$ cat src/rtl/rra_pkg.sv
package rra_pkg;

  // ---------------------------------------------------------------
  // Timing
  // ---------------------------------------------------------------
  localparam int CLK_HZ = 25_000_000;
  localparam int CLK_PER_MS = CLK_HZ / 1000;
  localparam int LINK_TIMEOUT_MS = 3000;
  localparam int LINK_TIMEOUT_CYCLES = LINK_TIMEOUT_MS * CLK_PER_MS;
  localparam int SCAN_PERIOD_CYCLES = 250;

  // ---------------------------------------------------------------
  // Register map
  // ---------------------------------------------------------------
  localparam int ADDR_W = 4;
  localparam logic [ADDR_W-1:0] CTRL_ADDR = 4'h0;
  localparam logic [ADDR_W-1:0] STATUS_ADDR = 4'h4;
  localparam logic [31:0] CTRL_RESET = 32'h00000000;
  localparam logic [31:0] CTRL_MASK = 32'h000001ff;

  // Control fields
  localparam int CTRL_RUN = 0;
  localparam int CTRL_FW_PERMIT = 1;
  localparam int CTRL_LOGIC_PERMIT = 2;
  localparam int CTRL_ONLINE_MOD = 3;
  localparam int CTRL_MAINT = 4;
  localparam int CTRL_SAFETY = 5;
  localparam int CTRL_FW_DIFF = 6;
  localparam int CTRL_LOGIC_DIFF = 7;
  localparam int CTRL_SAFE_DIFF = 8;

  // Status fields
  localparam int ST_PRIMARY_BIT = 0;
  localparam int ST_STANDBY_BIT = 1;
  localparam int ST_WAIT_BIT = 2;
  localparam int ST_IS_B_BIT = 3;
  localparam int ST_RX_OK_BIT = 4;
  localparam int ST_ERIO_OK_BIT = 5;
  localparam int ST_ADAPTER_BIT = 6;
  localparam int ST_PEER_ROLE_LO = 8;
  localparam int ST_ALLOWED_BIT = 10;
  localparam int ST_LOST_BIT = 11;

  // ---------------------------------------------------------------
  // AXI responses
  // ---------------------------------------------------------------
  localparam logic [1:0] RESP_OKAY = 2'h0;
  localparam logic [1:0] RESP_SLVERR = 2'h2;

  // ---------------------------------------------------------------
  // Link message role codes
  // ---------------------------------------------------------------
  localparam logic [1:0] MSG_OFF = 2'h0;
  localparam logic [1:0] MSG_PRIMARY = 2'h1;
  localparam logic [1:0] MSG_STANDBY = 2'h2;
  localparam logic [1:0] MSG_WAIT = 2'h3;

  typedef struct packed {
    logic [1:0] role;
    logic adapter_ok;
  } rra_msg_t;

  typedef struct packed {
    logic primary;
    logic standby;
    logic wait_state;
  } rra_role_t;

  typedef enum logic [2:0] {
    ST_OFF,
    ST_LISTEN,
    ST_PRIMARY,
    ST_STANDBY,
    ST_WAIT,
    ST_HANDOFF
  } rra_state_t;

endpackage

$ cat src/rtl/rra_arbiter.sv
// Implementation choices: the address map and register access over AXI4-Lite.
`timescale 1ns/100ps

module rra_arbiter
  import rra_pkg::*;
#(
  parameter int TIMEOUT_CYCLES = LINK_TIMEOUT_CYCLES,
  parameter int SCAN_CYCLES = SCAN_PERIOD_CYCLES
)
(
  input wire logic aclk,
  input wire logic aresetn,
  input wire logic [ADDR_W-1:0] s_axi_awaddr,
  input wire logic s_axi_awvalid,
  output logic s_axi_awready,
  input wire logic [31:0] s_axi_wdata,
  input wire logic [3:0] s_axi_wstrb,
  input wire logic s_axi_wvalid,
  output logic s_axi_wready,
  output logic [1:0] s_axi_bresp,
  output logic s_axi_bvalid,
  input wire logic s_axi_bready,
  input wire logic [ADDR_W-1:0] s_axi_araddr,
  input wire logic s_axi_arvalid,
  output logic s_axi_arready,
  output logic [31:0] s_axi_rdata,
  output logic [1:0] s_axi_rresp,
  output logic s_axi_rvalid,
  input wire logic s_axi_rready,
  input wire logic ab_select_b,
  input wire logic rx_link_ok,
  input wire rra_msg_t rx_msg,
  input wire logic erio_link_ok,
  input wire logic erio_peer_active,
  input wire logic erio_peer_primary,
  input wire logic adapter_ok,
  output rra_msg_t tx_msg,
  output logic tx_valid,
  output rra_role_t role
);

  localparam int TW = $clog2(TIMEOUT_CYCLES + 1);
  localparam int SW = $clog2(SCAN_CYCLES + 1);
  localparam logic [TW-1:0] TIMEOUT_MAX = TW'(TIMEOUT_CYCLES);
  localparam logic [SW-1:0] SCAN_LAST = SW'(SCAN_CYCLES - 1);

  // ---------------------------------------------------------------
  // Pin synchronisation
  // ---------------------------------------------------------------
  localparam int PW = $bits(rra_msg_t) + 6;

  logic [PW-1:0] pins_sync;
  logic is_b;
  logic rx_ok;
  rra_msg_t peer;
  logic erio_ok;
  logic peer_active;
  logic peer_primary;
  logic adapters;

  rra_sync #(
    .W(PW)
  ) u_sync (
    .aclk(aclk),
    .aresetn(aresetn),
    .d({ab_select_b, rx_link_ok, rx_msg, erio_link_ok, erio_peer_active,
        erio_peer_primary, adapter_ok}),
    .q(pins_sync)
  );

  assign {is_b, rx_ok, peer, erio_ok, peer_active, peer_primary, adapters} = pins_sync;

  // ---------------------------------------------------------------
  // Register bus
  // ---------------------------------------------------------------
  logic [31:0] ctrl;
  logic [31:0] status;
  logic wr_take;
  logic rd_take;

  assign wr_take = s_axi_awvalid && s_axi_wvalid && !s_axi_bvalid;
  assign s_axi_awready = wr_take;
  assign s_axi_wready = wr_take;
  assign rd_take = s_axi_arvalid && !s_axi_rvalid;
  assign s_axi_arready = rd_take;

  function automatic logic [31:0] merge_bytes(logic [31:0] old, logic [31:0] data,
                                               logic [3:0] strb);
    logic [31:0] res;
    res = old;
    for (int i = 0; i < 4; i++)
    begin
      if (strb[i])
      begin
        res[8*i +: 8] = data[8*i +: 8];
      end
    end
    return res;
  endfunction

  always_ff @(posedge aclk)
  begin
    if (!aresetn)
    begin
      ctrl <= CTRL_RESET;
    end
    else if (wr_take && s_axi_awaddr == CTRL_ADDR)
    begin
      ctrl <= merge_bytes(ctrl, s_axi_wdata, s_axi_wstrb) & CTRL_MASK;
    end
  end

  always_ff @(posedge aclk)
  begin
    if (!aresetn)
    begin
      s_axi_bvalid <= 1'b0;
      s_axi_bresp <= RESP_OKAY;
    end
    else if (wr_take)
    begin
      s_axi_bvalid <= 1'b1;
      if (s_axi_awaddr == CTRL_ADDR || s_axi_awaddr == STATUS_ADDR)
      begin
        s_axi_bresp <= RESP_OKAY;
      end
      else
      begin
        s_axi_bresp <= RESP_SLVERR;
      end
    end
    else if (s_axi_bready)
    begin
      s_axi_bvalid <= 1'b0;
    end
  end

  always_ff @(posedge aclk)
  begin
    if (!aresetn)
    begin
      s_axi_rvalid <= 1'b0;
      s_axi_rdata <= 32'h00000000;
      s_axi_rresp <= RESP_OKAY;
    end
    else if (rd_take)
    begin
      s_axi_rvalid <= 1'b1;
      if (s_axi_araddr == CTRL_ADDR)
      begin
        s_axi_rdata <= ctrl;
        s_axi_rresp <= RESP_OKAY;
      end
      else if (s_axi_araddr == STATUS_ADDR)
      begin
        s_axi_rdata <= status;
        s_axi_rresp <= RESP_OKAY;
      end
      else
      begin
        s_axi_rdata <= 32'h00000000;
        s_axi_rresp <= RESP_SLVERR;
      end
    end
    else if (s_axi_rready)
    begin
      s_axi_rvalid <= 1'b0;
    end
  end

  // ---------------------------------------------------------------
  // Standby permission
  // ---------------------------------------------------------------
  logic fw_ok;
  logic logic_ok;
  logic safe_ok;
  logic allowed;

  assign fw_ok = !ctrl[CTRL_FW_DIFF] || ctrl[CTRL_FW_PERMIT];
  assign logic_ok = !ctrl[CTRL_LOGIC_DIFF]
                    || (ctrl[CTRL_LOGIC_PERMIT] && ctrl[CTRL_ONLINE_MOD]);
  assign safe_ok = !(ctrl[CTRL_SAFETY] && ctrl[CTRL_LOGIC_DIFF] && ctrl[CTRL_SAFE_DIFF])
                   || ctrl[CTRL_MAINT];
  assign allowed = fw_ok && logic_ok && safe_ok;

  // ---------------------------------------------------------------
  // Scan tick and link timeout
  // ---------------------------------------------------------------
  rra_state_t state;
  rra_state_t next_state;
  logic [SW-1:0] scan_cnt;
  logic scan_tick;
  logic [TW-1:0] lost_cnt;
  logic lost;
  logic restart_scan;

  // Restart so that a listen or hand-off phase spans a full scan
  assign restart_scan = (next_state != state)
                        && (next_state == ST_LISTEN || next_state == ST_HANDOFF);
  assign scan_tick = (scan_cnt == SCAN_LAST);

  always_ff @(posedge aclk)
  begin
    if (!aresetn)
    begin
      scan_cnt <= '0;
    end
    else if (restart_scan || scan_tick)
    begin
      scan_cnt <= '0;
    end
    else
    begin
      scan_cnt <= scan_cnt + SW'(1);
    end
  end

  always_ff @(posedge aclk)
  begin
    if (!aresetn)
    begin
      lost_cnt <= '0;
    end
    else if (rx_ok)
    begin
      lost_cnt <= '0;
    end
    else if (lost_cnt != TIMEOUT_MAX)
    begin
      lost_cnt <= lost_cnt + TW'(1);
    end
  end

  assign lost = (lost_cnt == TIMEOUT_MAX);

  // ---------------------------------------------------------------
  // Role arbitration
  // ---------------------------------------------------------------
  logic peer_is_primary;
  logic peer_started;

  assign peer_is_primary = rx_ok && peer.role == MSG_PRIMARY;
  assign peer_started = rx_ok ? (peer.role != MSG_OFF) : peer_active;

  always_comb
  begin
    next_state = state;
    if (!ctrl[CTRL_RUN])
    begin
      next_state = ST_OFF;
    end
    else
    begin
      case (state)
        ST_OFF:
        begin
          next_state = ST_LISTEN;
        end
        ST_LISTEN:
        begin
          if (scan_tick)
          begin
            if (peer_is_primary)
            begin
              next_state = allowed ? ST_STANDBY : ST_WAIT;
            end
            else if (!rx_ok && (peer_primary || (peer_active && is_b)))
            begin
              next_state = ST_WAIT;
            end
            else if (rx_ok && peer_active && peer.role == MSG_OFF && is_b)
            begin
              next_state = allowed ? ST_STANDBY : ST_WAIT;
            end
            else
            begin
              next_state = ST_PRIMARY;
            end
          end
        end
        ST_PRIMARY:
        begin
          if (is_b && peer_is_primary)
          begin
            // Wait role for a full scan before any later standby
            next_state = ST_HANDOFF;
          end
          else if (!adapters && rx_ok && peer.role == MSG_STANDBY && peer.adapter_ok
                   && allowed)
          begin
            next_state = ST_HANDOFF;
          end
        end
        ST_HANDOFF:
        begin
          if (scan_tick)
          begin
            next_state = allowed ? ST_STANDBY : ST_WAIT;
          end
        end
        ST_STANDBY:
        begin
          if (!allowed)
          begin
            next_state = ST_WAIT;
          end
          else if (lost && erio_ok)
          begin
            next_state = ST_WAIT;
          end
          else if (lost && !erio_ok)
          begin
            next_state = ST_PRIMARY;
          end
          else if (rx_ok && peer.role == MSG_WAIT)
          begin
            next_state = ST_PRIMARY;
          end
          // One-way break toward the peer keeps standby
        end
        ST_WAIT:
        begin
          if (peer_is_primary && allowed)
          begin
            next_state = ST_STANDBY;
          end
        end
        default:
        begin
          next_state = ST_OFF;
        end
      endcase
    end
  end

  always_ff @(posedge aclk)
  begin
    if (!aresetn)
    begin
      state <= ST_OFF;
    end
    else
    begin
      state <= next_state;
    end
  end

  // ---------------------------------------------------------------
  // Role outputs and link message
  // ---------------------------------------------------------------
  always_ff @(posedge aclk)
  begin
    if (!aresetn)
    begin
      role <= '0;
      tx_msg <= '0;
      tx_valid <= 1'b0;
    end
    else
    begin
      role.primary <= (next_state == ST_PRIMARY);
      role.standby <= (next_state == ST_STANDBY);
      role.wait_state <= (next_state == ST_WAIT || next_state == ST_HANDOFF);
      tx_valid <= (next_state != ST_OFF);
      tx_msg.adapter_ok <= adapters;
      case (next_state)
        ST_PRIMARY:
        begin
          tx_msg.role <= MSG_PRIMARY;
        end
        ST_STANDBY:
        begin
          tx_msg.role <= MSG_STANDBY;
        end
        ST_WAIT, ST_HANDOFF:
        begin
          tx_msg.role <= MSG_WAIT;
        end
        default:
        begin
          tx_msg.role <= MSG_OFF;
        end
      endcase
    end
  end

  // ---------------------------------------------------------------
  // Status word
  // ---------------------------------------------------------------
  always_comb
  begin
    status = 32'h00000000;
    status[ST_PRIMARY_BIT] = role.primary;
    status[ST_STANDBY_BIT] = role.standby;
    status[ST_WAIT_BIT] = role.wait_state;
    status[ST_IS_B_BIT] = is_b;
    status[ST_RX_OK_BIT] = rx_ok;
    status[ST_ERIO_OK_BIT] = erio_ok;
    status[ST_ADAPTER_BIT] = adapters;
    status[ST_PEER_ROLE_LO +: 2] = peer.role;
    status[ST_ALLOWED_BIT] = allowed;
    status[ST_LOST_BIT] = lost;
  end

endmodule

$ cat src/rtl/rra_sync.sv
`timescale 1ns/100ps

module rra_sync
  import rra_pkg::*;
#(
  parameter int W = 1
)
(
  input wire logic aclk,
  input wire logic aresetn,
  input wire logic [W-1:0] d,
  output logic [W-1:0] q
);

  // ---------------------------------------------------------------
  // Two-stage synchroniser
  // ---------------------------------------------------------------
  logic [W-1:0] meta;

  always_ff @(posedge aclk)
  begin
    if (!aresetn)
    begin
      meta <= '0;
      q <= '0;
    end
    else
    begin
      meta <= d;
      q <= meta;
    end
  end

endmodule

$ cat config.mk
export PLATFORM = sky130hd
export DESIGN_NAME = rra_arbiter
export DESIGN_NICKNAME = d
export VERILOG_FILES = /design/src/rtl/rra_pkg.sv /design/src/rtl/rra_arbiter.sv /design/src/rtl/rra_sync.sv
export SDC_FILE = /design/constraint.sdc
export NUM_CORES = 1
export LEC_CHECK = 0
export ABC_CLOCK_PERIOD_IN_PS = 3050
export BUFFER_PORTS_ARGS = -buffer_cell sky130_fd_sc_hd__buf_4
export CAP_MARGIN = 20
export CORE_UTILIZATION = 41
export DETAILED_ROUTE_END_ITERATION = 7
export PLACE_DENSITY = 0.69
export SYNTH_ARGS = -nofsm -noshare
export SYNTH_HDL_FRONTEND = slang
export SYNTH_SLANG_ARGS = --single-unit
$ cat constraint.sdc
create_clock -name aclk -period 3.05 [get_ports aclk]
set_clock_uncertainty 0.05 [all_clocks]
set_input_delay 0 -clock aclk [delete_from_list [all_inputs] [get_ports aclk]]
set_output_delay 0 -clock aclk [all_outputs]
set_load 0.005 [all_outputs]
Word level (Yosys, flattened, before mapping)
Index checks and enable logic that the tools add are counted.

storage, ports and cells
  word-level logic and storage cells = 118
  register bits after elaboration = 110

cells by class
  add/subtract/negate cells = 2
  eq/ne operators = 19
  reduce and logical (&&, ||, !) cells = 53
  bitwise logic cells = 1
  multiplexer cells = 25

operator list
  kind                                           count
  2-to-1 mux 3 bit                               14
  adder 27 x 1 -> 27 bit, second input constant  1
  == test 27 bit, second input constant          1
  != test 27 bit, second input constant          1
  logical AND 1 bit                              25
  2-to-1 mux 12 bit                              2
  case mux 3 bit (6 select lines)                1
  == test 3 x 2 -> 1 bit, second input constant  4
  == test 3 bit, second input constant           4
  adder 8 x 1 -> 8 bit, second input constant    1
  == test 4 x 3 -> 1 bit, second input constant  2
  == test 8 bit, second input constant           1
  logical NOT 1 bit                              8
  logical NOT 4 bit                              2
  logical OR 1 bit                               8
  == test 3 x 1 -> 1 bit, second input constant  2
  2-to-1 mux 2 bit                               3
  case mux 2 bit (3 select lines)                1
  OR reduction 2 bit                             3
  == test 2 bit, second input constant           2
  2-to-1 mux 1 bit                               4
  AND reduction 2 bit                            2
  nonzero test 2 bit                             2
  logical NOT 3 bit                              1
  5 further kinds                                5

Logic depth before layout (Yosys ltp)
Gate-level depths: netlist of the first run.

  depth after elaboration = 17
  depth in mapped cells = 9

By module
Synthesis of the first run repeated with hierarchy kept, for this count alone.

unflattened totals
  cells, all modules = 427
  area total of the unflattened synthesis = 3951.3 um^2

modules (own cells, without submodules)
  module       cells an instance  instances  area each (um^2)
  rra_arbiter  390                1          3449.6
  rra_sync     37                 1          501.7

Worst setup path before layout of the first run
OpenSTA, ideal clock, no wires.

  path type = register to register
  start = register lost_cnt[18]
  end = register scan_cnt[2]
  buffers on the path = 0
  slack = 568 ps
  cell stages (with the launch flop) = 7
  setup time = 133 ps
  data required time = 2867 ps
  arrival = 2299 ps
  period minus slack after synthesis = 2482 ps
  path through = dfxtp_1 > or4_1 > nor4_4 > a21oi_2 > o31a_1 > o41ai_4 > nor2_1

on the way
  word-level cells in the longest chain between the ends = 12

ends and longest elaborated chain
  element                                                  RTL line            source
  start: declaration                                       rra_arbiter.sv:193  logic [TW-1:0] lost_cnt;
  start signal: assignment                                 rra_arbiter.sv:230  lost_cnt <= lost_cnt + TW'(1);
  == test 27 bit *                                         rra_arbiter.sv:234  assign lost = (lost_cnt == TIMEOUT_MAX);
  logical AND 1 bit                                        rra_arbiter.sv:311  else if (lost && !erio_ok)
  2-to-1 mux 3 bit                                         rra_arbiter.sv:311
  2-to-1 mux 3 bit *                                       rra_arbiter.sv:307  else if (lost && erio_ok)
  2-to-1 mux 3 bit *                                       rra_arbiter.sv:303  if (!allowed)
  case mux 3 bit (6 select lines) *                        rra_arbiter.sv:254  case (state)
  2-to-1 mux 3 bit *                                       rra_arbiter.sv:248  if (!ctrl[CTRL_RUN])
  == test 3 x 1 -> 1 bit or == test 3 bit (tied branches)  rra_arbiter.sv:199  && (next_state == ST_LISTEN || next_state == ST_HANDOFF);
  logical OR 1 bit                                         rra_arbiter.sv:199
  logical AND 1 bit *                                      rra_arbiter.sv:199
  logical OR 1 bit *                                       rra_arbiter.sv:208  else if (restart_scan || scan_tick)
  OR reduction 2 bit (no source line) *                    --
  end signal: assignment                                   rra_arbiter.sv:214  scan_cnt <= scan_cnt + SW'(1);
  end: declaration                                         rra_arbiter.sv:191  logic [SW-1:0] scan_cnt;

Every way passes the cells marked *; elsewhere a longest branch is shown, timed or not.
A chain may end at the register's enable or synchronous reset.

Final worst setup path of the first run
  start = input s_axi_awaddr[3]
  end = register ctrl[8]

on the way
  word-level cells in the longest chain between the ends = 3

ends and longest elaborated chain
  element                               RTL line            source
  start: declaration                    rra_arbiter.sv:13   input wire logic [ADDR_W-1:0] s_axi_awaddr,
  logical NOT 4 bit                     rra_arbiter.sv:107  else if (wr_take && s_axi_awaddr == CTRL_ADDR)
  logical AND 1 bit                     rra_arbiter.sv:107
  AND reduction 2 bit (no source line)  --
  end signal: assignment                rra_arbiter.sv:109  ctrl <= merge_bytes(ctrl, s_axi_wdata, s_axi_wstrb) & CTRL_MASK;
  end: declaration                      rra_arbiter.sv:76   logic [31:0] ctrl;

Every way passes these cells.

==> metrics.txt, run 1 <==
largest net degree at the start of global routing=49; setup TNS=0 ns; Final Hold Fails=0; core area=9200 um^2; post_cts resized=0; routed vias=approximately 3300; peak supply drop=0.223 mV; placed insts=594; Comb pwr share=0.069; Iteration-0 DRC Markers=around 250; Final Worst Setup Slack=a little over 0.4 ns; Area Growth Syn to Fin=26.3%; max-slew violations=0; post-place setup slack=0.456 ns; switching pwr=approximately 470 uW; CTS Buffer Depth=2; clock power share=0.394; internal power=roughly 1.7 mW; CTS buffer count=9; crit-path max FO=10; fmax=roughly 380 MHz; first-pass GRT wire length=around 14000 um; syn_area_per_cell=a little under 9 um^2; Hold Path Origin=aresetn; crit path kind=input port to register; antenna cells=0; HP Class=input port to register; antenna viol nets, final=0; Root Driver=clkbuf_8; leading area contributor after synthesis=dfxtp_1; Synth Instances=437; clock latency at the later pin of the worst-skew pair=0.36 ns; type of origin of the critical path=input port; Final setup violation count=0; Synth Flop Type=dfxtp_1; clock sink count=88; total wire length=roughly 8500 um; Multi-input gate area=1940 um^2; gpl congestion=roughly 0.83; CTS hold repair buffers=35; H-Tree Depth=3; port bufs=60; Rel. slew slack=0.339; clock slew at reported path FFs=approximately 0.080 ns; max_cap viols=0; Yosys warning count=0; Total GRT Usage=0.179; Synth Cell Area=just under 4000 um^2; Rows=35; DP Wirelength=~5700 um; Arrival @ worst endpoint=around 2.9 ns; DRC=0; reg2reg path depth=7; status=complete, no violations; worst reg2reg setup slack=0.44 ns; WL/cell=13.1 um; register area=around 1800 um^2; # fillers=795; Post-synth EDFFs=0; gr ovfl total=0; die width=about 99 um; Finished Layout Cells=between 600 and 700; top-count cell post-synth=dfxtp_1; die height=around 99 um; initial antenna violation count=0; ys async rst share=0; sw frac=0.213; Final min period=roughly 2.6 ns; setup repair bufs after CTS=0; worst setup path startpoint=s_axi_awaddr[3]; Area contributors post-synth=dfxtp_1 (45%), and2_1 (5.3%), buf_4 (4.5%); Worst R2R End=scan_cnt[5]; Reg-to-Reg Start=lost_cnt[13]; starting density of the core=0.422; Layout Nets=approximately 590; Worst Tran Pin Value=0.992 ns; DR pass1 iterations=4; Seq/Total Area, Yosys=0.454; IO Count=~110; Worst setup EP type=register; Pleak=roughly 1.9 nW; Cell variety after synth=51; WHS=around 0.031 ns; die area=between 9000 and 10000 um^2; sequential power share=0.537; ratio of final minimum period to clock period=0.865; layout cells sized above 1=0.148; CP endpoint=ctrl[8]; pwr/cell area=approximately 450 nW/um^2; RSZ-0062 raised after global routing=false; CTS tree=done; Vias/cell=between 5 and 6; number of global-route vias before repair=3145; number of synthesized register bits=88; most frequent cells after synthesis=dfxtp_1 (88), nor2_1 (46), nand2_1 (42), and2_1 (33), nand3_1 (26); Synth top area share=0.454; WP data required=~3.3 ns
through the flow:
step	total power, mW	cell area (um^2)	util
final	2.21	4900	0.533
after global routing	2.29	4900	0.533
after CTS	2.23	4900	0.533
after detailed placement	1.34	4330	0.471
after global placement	1.33	4330	0.471
after floorplan	1.30	3960	-
power groups by stage:
stage                     clock, mW  combinational, mW  sequential, mW
final                         0.870              0.152            1.19
after CTS                     0.889              0.151            1.19
after detailed placement          0              0.124            1.21
after global routing          0.932              0.169            1.19
after floorplan                   0             0.0888            1.21
after global placement            0              0.121            1.21
area by class of cell:
cell class	instances	share of cell area
Tap cell	111	0.0284
Inverter	10	0.00766
Sequential cell	88	0.360
Timing Repair Buffer	96	0.165
Clock buffer	13	0.0304
Clock inverter	3	0.0133
Multi-Input combinational cell	324	0.396
cells in the final DEF, fill, tap and decap left out, types with 3 or more instances in the layout:
cell type / instances
dfxtp_1: 88
buf_4: 61
nor2_1: 46
nand2_1: 42
dlygate4sd3_1: 35
and2_1: 33
nand3_1: 26
conb_1: 22
o21ai_0: 17
xor2_1: 16
mux2i_1: 12
a21oi_1: 12
inv_1: 10
a21boi_0: 10
clkbuf_8: 10
xnor2_1: 9
nor2b_1: 8
nand4_1: 7
or3_1: 6
nand2b_1: 5
nor3_1: 5
and3_1: 4
ha_1: 4
nand4b_1: 3
a31oi_1: 3
a32oi_1: 3
clkbuf_1: 3
worst min-delay path by stage:
stage | endpoint | slack (ns) | cells past startpoint
3_5_place_dp | u_sync.meta[6] | 0.16 | 2
4_1_cts | s_axi_bresp[1] | 0.02 | 2
2_1_floorplan | s_axi_awready | 0.05 | 2
6_report | s_axi_bresp[1] | 0.03 | 2
3_3_place_gp | u_sync.meta[6] | 0.16 | 2
5_1_grt | s_axi_bresp[1] | 0.04 | 2
cell families (layout without fill, tap and decap cells):
| group | Yosys count | count (layout) | share of synthesized area |
|---|---|---|---|
| simple gates | 198 | 198 | 0.264 |
| buf+inv | 46 | 122 | 0.0668 |
| fa+ha+maj | 4 | 4 | 0.0129 |
| xor+xnor | 25 | 25 | 0.0565 |
| mux | 12 | 12 | 0.0310 |
| compound gates | 63 | 63 | 0.114 |
| other cells | 1 | 22 | 0.000967 |
| flops | 88 | 88 | 0.454 |
sequential cells by signal, summed over array words and instances, names as in the netlist, 8 cells and up:
name	count
ctrl	9
lost_cnt	27
s_axi_rdata	12
scan_cnt	8
u_sync.meta	9
u_sync.q	9
routing by layer:
layer	part of all wire	global-route usage	up-vias
met5	0	0	-
met2	0.49	0.304	95
met3	0.046	0.0408	19
met4	0.025	0.0826	0
met1	0.44	0.216	1514
li1	-	-	1631
worst max-delay path, stage by stage:
cell and delay (ns):
dlygate4sd3_1 0.53, buf_4 0.13, nor3_1 0.13, dlygate4sd3_1 0.57, nand2_1 0.06, nor2_1 0.51, nand2_1 0.14, mux2i_1 0.14
dlygate4sd3_1 0.56, nor2b_1 0.12
(Power assumes the default switching activity.)
==> run 2: changes to the inputs <==
--- a/config.mk
+++ b/config.mk
@@ -5,12 +5,12 @@
 export SDC_FILE = /design/constraint.sdc
 export NUM_CORES = 1
 export LEC_CHECK = 0
-export ABC_CLOCK_PERIOD_IN_PS = 3050
+export ABC_CLOCK_PERIOD_IN_PS = 2170
 export BUFFER_PORTS_ARGS = -buffer_cell sky130_fd_sc_hd__buf_4
 export CAP_MARGIN = 20
 export CORE_UTILIZATION = 41
 export DETAILED_ROUTE_END_ITERATION = 7
-export PLACE_DENSITY = 0.69
+export PLACE_DENSITY = 0.72
 export SYNTH_ARGS = -nofsm -noshare
 export SYNTH_HDL_FRONTEND = slang
 export SYNTH_SLANG_ARGS = --single-unit
==> constraint.sdc (replaced) <==
create_clock -name aclk -period 2.17 [get_ports aclk]
set_clock_uncertainty 0.05 [all_clocks]
set_input_delay 0 -clock aclk [delete_from_list [all_inputs] [get_ports aclk]]
set_output_delay 0 -clock aclk [all_outputs]
set_load 0.005 [all_outputs]
==> metrics.txt, run 2 (same netlist as run 1, synthesis figures left out) <==
routed vias=3467; Top reg by flops=lost_cnt; WHS=0.0176 ns; ratio of final minimum period to clock period=1.02; die height=just under 100 um; IO Count=around 110; Multi-input gate area=a little under 2000 um^2; WHS Path Cells=2; max-slew violations=0; clock power share=0.382; DP Wirelength=about 5900 um; overall power=3.07 mW; Worst setup EP type=register; setup TNS=-0.295 ns; most crowded layer after global routing=met2; port bufs=60; CTS tree=done; commonest non-fill, non-tap cell in the layout=buf_4; total wire length=approximately 8700 um; violated checks=setup timing; Final Hold Fails=0; met2 Track Usage GR=0.330; sw frac=0.234; H-Tree Depth=3; Largest register FFs=27; most frequent cells in the layout=buf_4 (101), dfxtp_1 (84), nor2_1 (44); core area=~9000 um^2; WL/cell=12.8 um; starting density of the core=0.422; antenna viol nets, final=0; hold endpoint=s_axi_bresp[1]; Root Driver=clkbuf_8; number of global-route vias before repair=3226; Rows=35; reg2reg path depth=8; worst reg2reg setup slack=-0.04 ns; switching pwr=718 uW; fmax=453 MHz; DRC=0; Hold Path Origin=aresetn; RSZ-0062 raised after global routing=true; CTS buffer count=9; clock slew at reported path FFs=~0.09 ns; WP data required=about 2.4 ns; Total GRT Usage=0.187; antenna cells=0; initial antenna violation count=0; status=finished, violations left; gr ovfl total=0; Reg-to-Reg Start=lost_cnt[12]; first-pass GRT wire length=14700 um; Area Growth Syn to Fin=35.3%; die width=just under 100 um; DR pass1 iterations=5; layout cells sized above 1=0.237; Vias/cell=a little over 5; HP Class=input port to register; Arrival @ worst endpoint=between 2 and 2.5 ns; max_cap viols=0; # fillers=804; CTS Buffer Depth=2; crit path kind=register to register; register area=1770 um^2; Worst R2R End=scan_cnt[5]; Pleak=2.12 nW; Iteration-0 DRC Markers=between 100 and 150; peak supply drop=about 0.43 mV; met1 Resource Use GR=0.214; Final min period=2.21 ns; met3 Use GR=0.0548; top flop regs=lost_cnt x27, s_axi_rdata x12; Layout Nets=roughly 630; sequential power share=0.542; Comb pwr share=0.076; clock sink count=~90; clock latency at the later pin of the worst-skew pair=~0.36 ns; gpl congestion=between 0.8 and 0.9; die area=about 9900 um^2; worst setup path startpoint=lost_cnt[12]; post-layout util=0.571; Final setup violation count=9; pwr/cell area=585 nW/um^2; largest net degree at the start of global routing=49; internal power=2.35 mW; type of origin of the critical path=register; crit-path max FO=8; Final Worst Setup Slack=-0.0398 ns
-- run 2: cell count changes in the layout (fill, tap and decap cells not counted), moves of 2 or more --
cell      before  now
clkbuf_1       3    0
nor2_2         0    2
dfxtp_1       88   84
nor2_1        46   44
and2_1        33   31
clkinv_4       0    2
and2_4         0    2
dfxtp_2        0    4
buf_4         61  101
-- run 2: timing repair --
item	in CTS	in global routing
buffers inserted	2	1
endpoints found under the hold margin	23	0
resized for setup	6	5
hold buffers	35	0
setup endpoints to repair	11	19
pin swaps	8	2
-- run 2: area by class of cell --
cell class | instances | share of cell area
Multi-Input combinational cell | 324 | 0.378
Clock inverter | 6 | 0.0143
Tap cell | 111 | 0.0265
Inverter | 10 | 0.00715
Clock buffer | 10 | 0.0262
Sequential cell | 88 | 0.337
Timing Repair Buffer | 136 | 0.211
-- run 2: through the flow --
stage | area, um^2 | setup WS, ns | cells
floorplan | 3970 | -0.0122 | 458
finish | 5250 | -0.0398 | 685
global route | 5250 | -0.201 | 685
global placement | 4620 | -0.0559 | 631
detailed placement | 4620 | -0.0788 | 631
CTS | 5230 | -0.0560 | 684
-- run 2: power by group through the flow --
stage,logic (mW),clock network [mW],registers [mW]
CTS,0.228,1.21,1.67
finish,0.232,1.17,1.67
floorplan,0.125,0,1.70
detailed placement,0.191,0,1.70
global placement,0.184,0,1.70
global route,0.256,1.28,1.67
-- run 2: metal layers --
layer / routed length (um) / up-vias
met5: 0 / -
met4: 235 / 0
li1: - / 1713
met2: 4390 / 106
met3: 456 / 20
met1: 3660 / 1628
-- run 2: critical path: stages (launching register included) --
cell and delay, ns:
dfxtp_2 0.34, nor4bb_4 0.29, nand4_1 0.17, nor4_4 0.43, a21oi_2 0.09, o31a_1 0.29, o41ai_4 0.20, buf_4 0.20
nor2_1 0.05
-- run 2: worst max-delay path by stage --
stage,cells past startpoint,slack (ns),to
floorplan,7,-0.01,scan_cnt[0]
global placement,8,-0.06,scan_cnt[3]
detailed placement,8,-0.08,scan_cnt[5]
CTS,8,-0.06,scan_cnt[5]
global route,8,-0.20,scan_cnt[2]
finish,8,-0.04,scan_cnt[5]
==> run 3: changes to the inputs <==
--- a/config.mk
+++ b/config.mk
@@ -8,9 +8,10 @@
 export ABC_CLOCK_PERIOD_IN_PS = 2170
 export BUFFER_PORTS_ARGS = -buffer_cell sky130_fd_sc_hd__buf_4
 export CAP_MARGIN = 20
+export CORE_MARGIN = 2
 export CORE_UTILIZATION = 41
 export DETAILED_ROUTE_END_ITERATION = 7
-export PLACE_DENSITY = 0.72
+export PLACE_DENSITY = 0.65
 export SYNTH_ARGS = -nofsm -noshare
 export SYNTH_HDL_FRONTEND = slang
 export SYNTH_SLANG_ARGS = --single-unit
==> constraint.sdc (replaced) <==
create_clock -name aclk -period 2.17 [get_ports aclk]
set_clock_uncertainty 0.05 [all_clocks]
set_input_delay 0.217 -clock aclk [delete_from_list [all_inputs] [get_ports aclk]]
set_output_delay 0.217 -clock aclk [all_outputs]
set_load 0.005 [all_outputs]
==> metrics.txt, run 3 (same netlist as run 1, synthesis figures left out) <==
Final min period=roughly 2.2 ns; met2 wire len=~4400 um; Rows=35; highest metal layer with signal wires=met4; top flop regs=lost_cnt x27, s_axi_rdata x12; max-slew violations=0; commonest non-fill, non-tap cell in the layout=buf_4; WP data required=2.37 ns; status=finished, violations left; WP buf/inv=1; CTS tree=done; first-pass GRT wire length=13800 um; routed wl met3=321 um; max_cap viols=0; IO Count=around 110; overall power=3.00 mW; port bufs=60; gpl congestion=roughly 0.83; DP Wirelength=6230 um; Final Worst Setup Slack=-0.0671 ns; crit-path max FO=8; Worst setup EP type=register; crit path kind=register to register; fmax=~450 MHz; HP Class=input port to register; die width=101 um; Root Driver=clkbuf_8; most frequent cells in the layout=buf_4 (105), dfxtp_1 (82), nor2_1 (43); Pleak=approximately 2.0 nW; die area=10300 um^2; Critical Path Slowest Stage Cell=or4_4; register area=around 1800 um^2; RSZ-0062 raised after global routing=true; peak supply drop=around 0.39 mV; total wire length=around 8400 um; pwr/cell area=roughly 600 nW/um^2; H-Tree Depth=3; gr ovfl total=0; # fillers=858; Final Hold Fails=0; ratio of final minimum period to clock period=1.03; initial antenna violation count=0; DRC=0; CP cell instances=or4_4 > nor4_4 > a21oi_2 > o31a_1 > o41ai_4 > buf_6 > nor2_1; Iteration-0 DRC Markers=just over 80; crit-path max cell delay=0.56 ns; Area Growth Syn to Fin=29.1%; layout cells sized above 1=0.266; routed vias=between 3000 and 4000; DR pass1 iterations=4; Top reg by flops=lost_cnt; met1 wire length=3560 um; WL/cell=~13 um; violated checks=setup timing; clock slew at reported path FFs=about 0.090 ns; number of global-route vias before repair=slightly above 3000; core area=approximately 9200 um^2; type of origin of the critical path=register; Multi-input gate area=2030 um^2; clock latency at the later pin of the worst-skew pair=~0.36 ns; die height=approximately 100 um; Largest register FFs=27; CTS buffer count=9; antenna viol nets, final=0; cell family with most CP delay=simple AND/OR/NAND/NOR gates; CTS Buffer Depth=2; Layout Nets=approximately 600; starting density of the core=0.422; Arrival @ worst endpoint=2.44 ns; clock sink count=~90; antenna cells=0; Total GRT Usage=0.171; WHS=roughly 0.018 ns; Vias/cell=4.89; Final setup violation count=11; largest net degree at the start of global routing=49
[run 3: changes by cell type in the layout (fill, tap and decap cells not counted), moves of 2 or more]
cell	previous run	this run
dfxtp_1	84	82
dfxtp_2	4	6
dlygate4sd3_1	35	4
buf_4	101	105
clkinv_4	2	0
[run 3: area by class of cell]
| type | count | area share |
|---|---|---|
| Tap cell | 111 | 0.0277 |
| Clock inverter | 6 | 0.0135 |
| Sequential cell | 88 | 0.353 |
| Inverter | 10 | 0.00750 |
| Multi-Input combinational cell | 324 | 0.405 |
| Timing Repair Buffer | 110 | 0.168 |
| Clock buffer | 10 | 0.0255 |
[run 3: path summary, 6_finish.rpt]
path / startpoint / end / slack (ns) / cells after the start
max: lost_cnt[18] / scan_cnt[2] / -0.07 / 7
min: rx_link_ok / u_sync.meta[7] / 0.02 / 2
max reg2reg: lost_cnt[18] / scan_cnt[2] / -0.07 / 7
min reg2reg: u_sync.meta[7] / u_sync.q[7] / 0.39 / 1
[run 3: where the power goes]
part           switching, mW  total [mW]  internal [mW]  leakage [nW]
logic                 0.0938       0.202          0.108          1.22
registers             0.0195        1.66           1.65         0.718
clock network          0.590        1.13          0.539        0.0933
total                  0.703        3.00           2.29          2.03
[run 3: what timing repair did]
item,CTS,global route
buffers inserted,0,1
endpoints found under the setup margin,13,13
hold buffers,4,0
endpoints found under the hold margin,4,0
resized for setup,12,10
pin swaps,2,2
[run 3: worst register-to-register path, delay by kind of cell, from the launching register on]
| family | cells | cell delay, ns |
|---|---|---|
| compound gates | 3 | 0.60 |
| buf+inv | 1 | 0.17 |
| flops | 1 | 0.34 |
| simple gates | 3 | 0.96 |
[run 3: through the flow]
stage,TNS [ns],utilization,worst slack (ns),instances,instance area (um^2)
floorplan,-0.0980,-,-0.0122,458,3970
global placement,-0.509,0.508,-0.0605,638,4670
detailed placement,-0.937,0.508,-0.103,638,4670
CTS,-0.496,0.539,-0.0658,658,4960
global route,-1.75,0.544,-0.174,659,5010
finish,-0.557,0.544,-0.0671,659,5010
[run 3: layer usage]
| layer | up-vias | global-route usage |
|---|---|---|
| li1 | 1658 | - |
| met5 | - | 0 |
| met1 | 1484 | 0.195 |
| met3 | 17 | 0.0449 |
| met4 | 0 | 0.0655 |
| met2 | 64 | 0.307 |
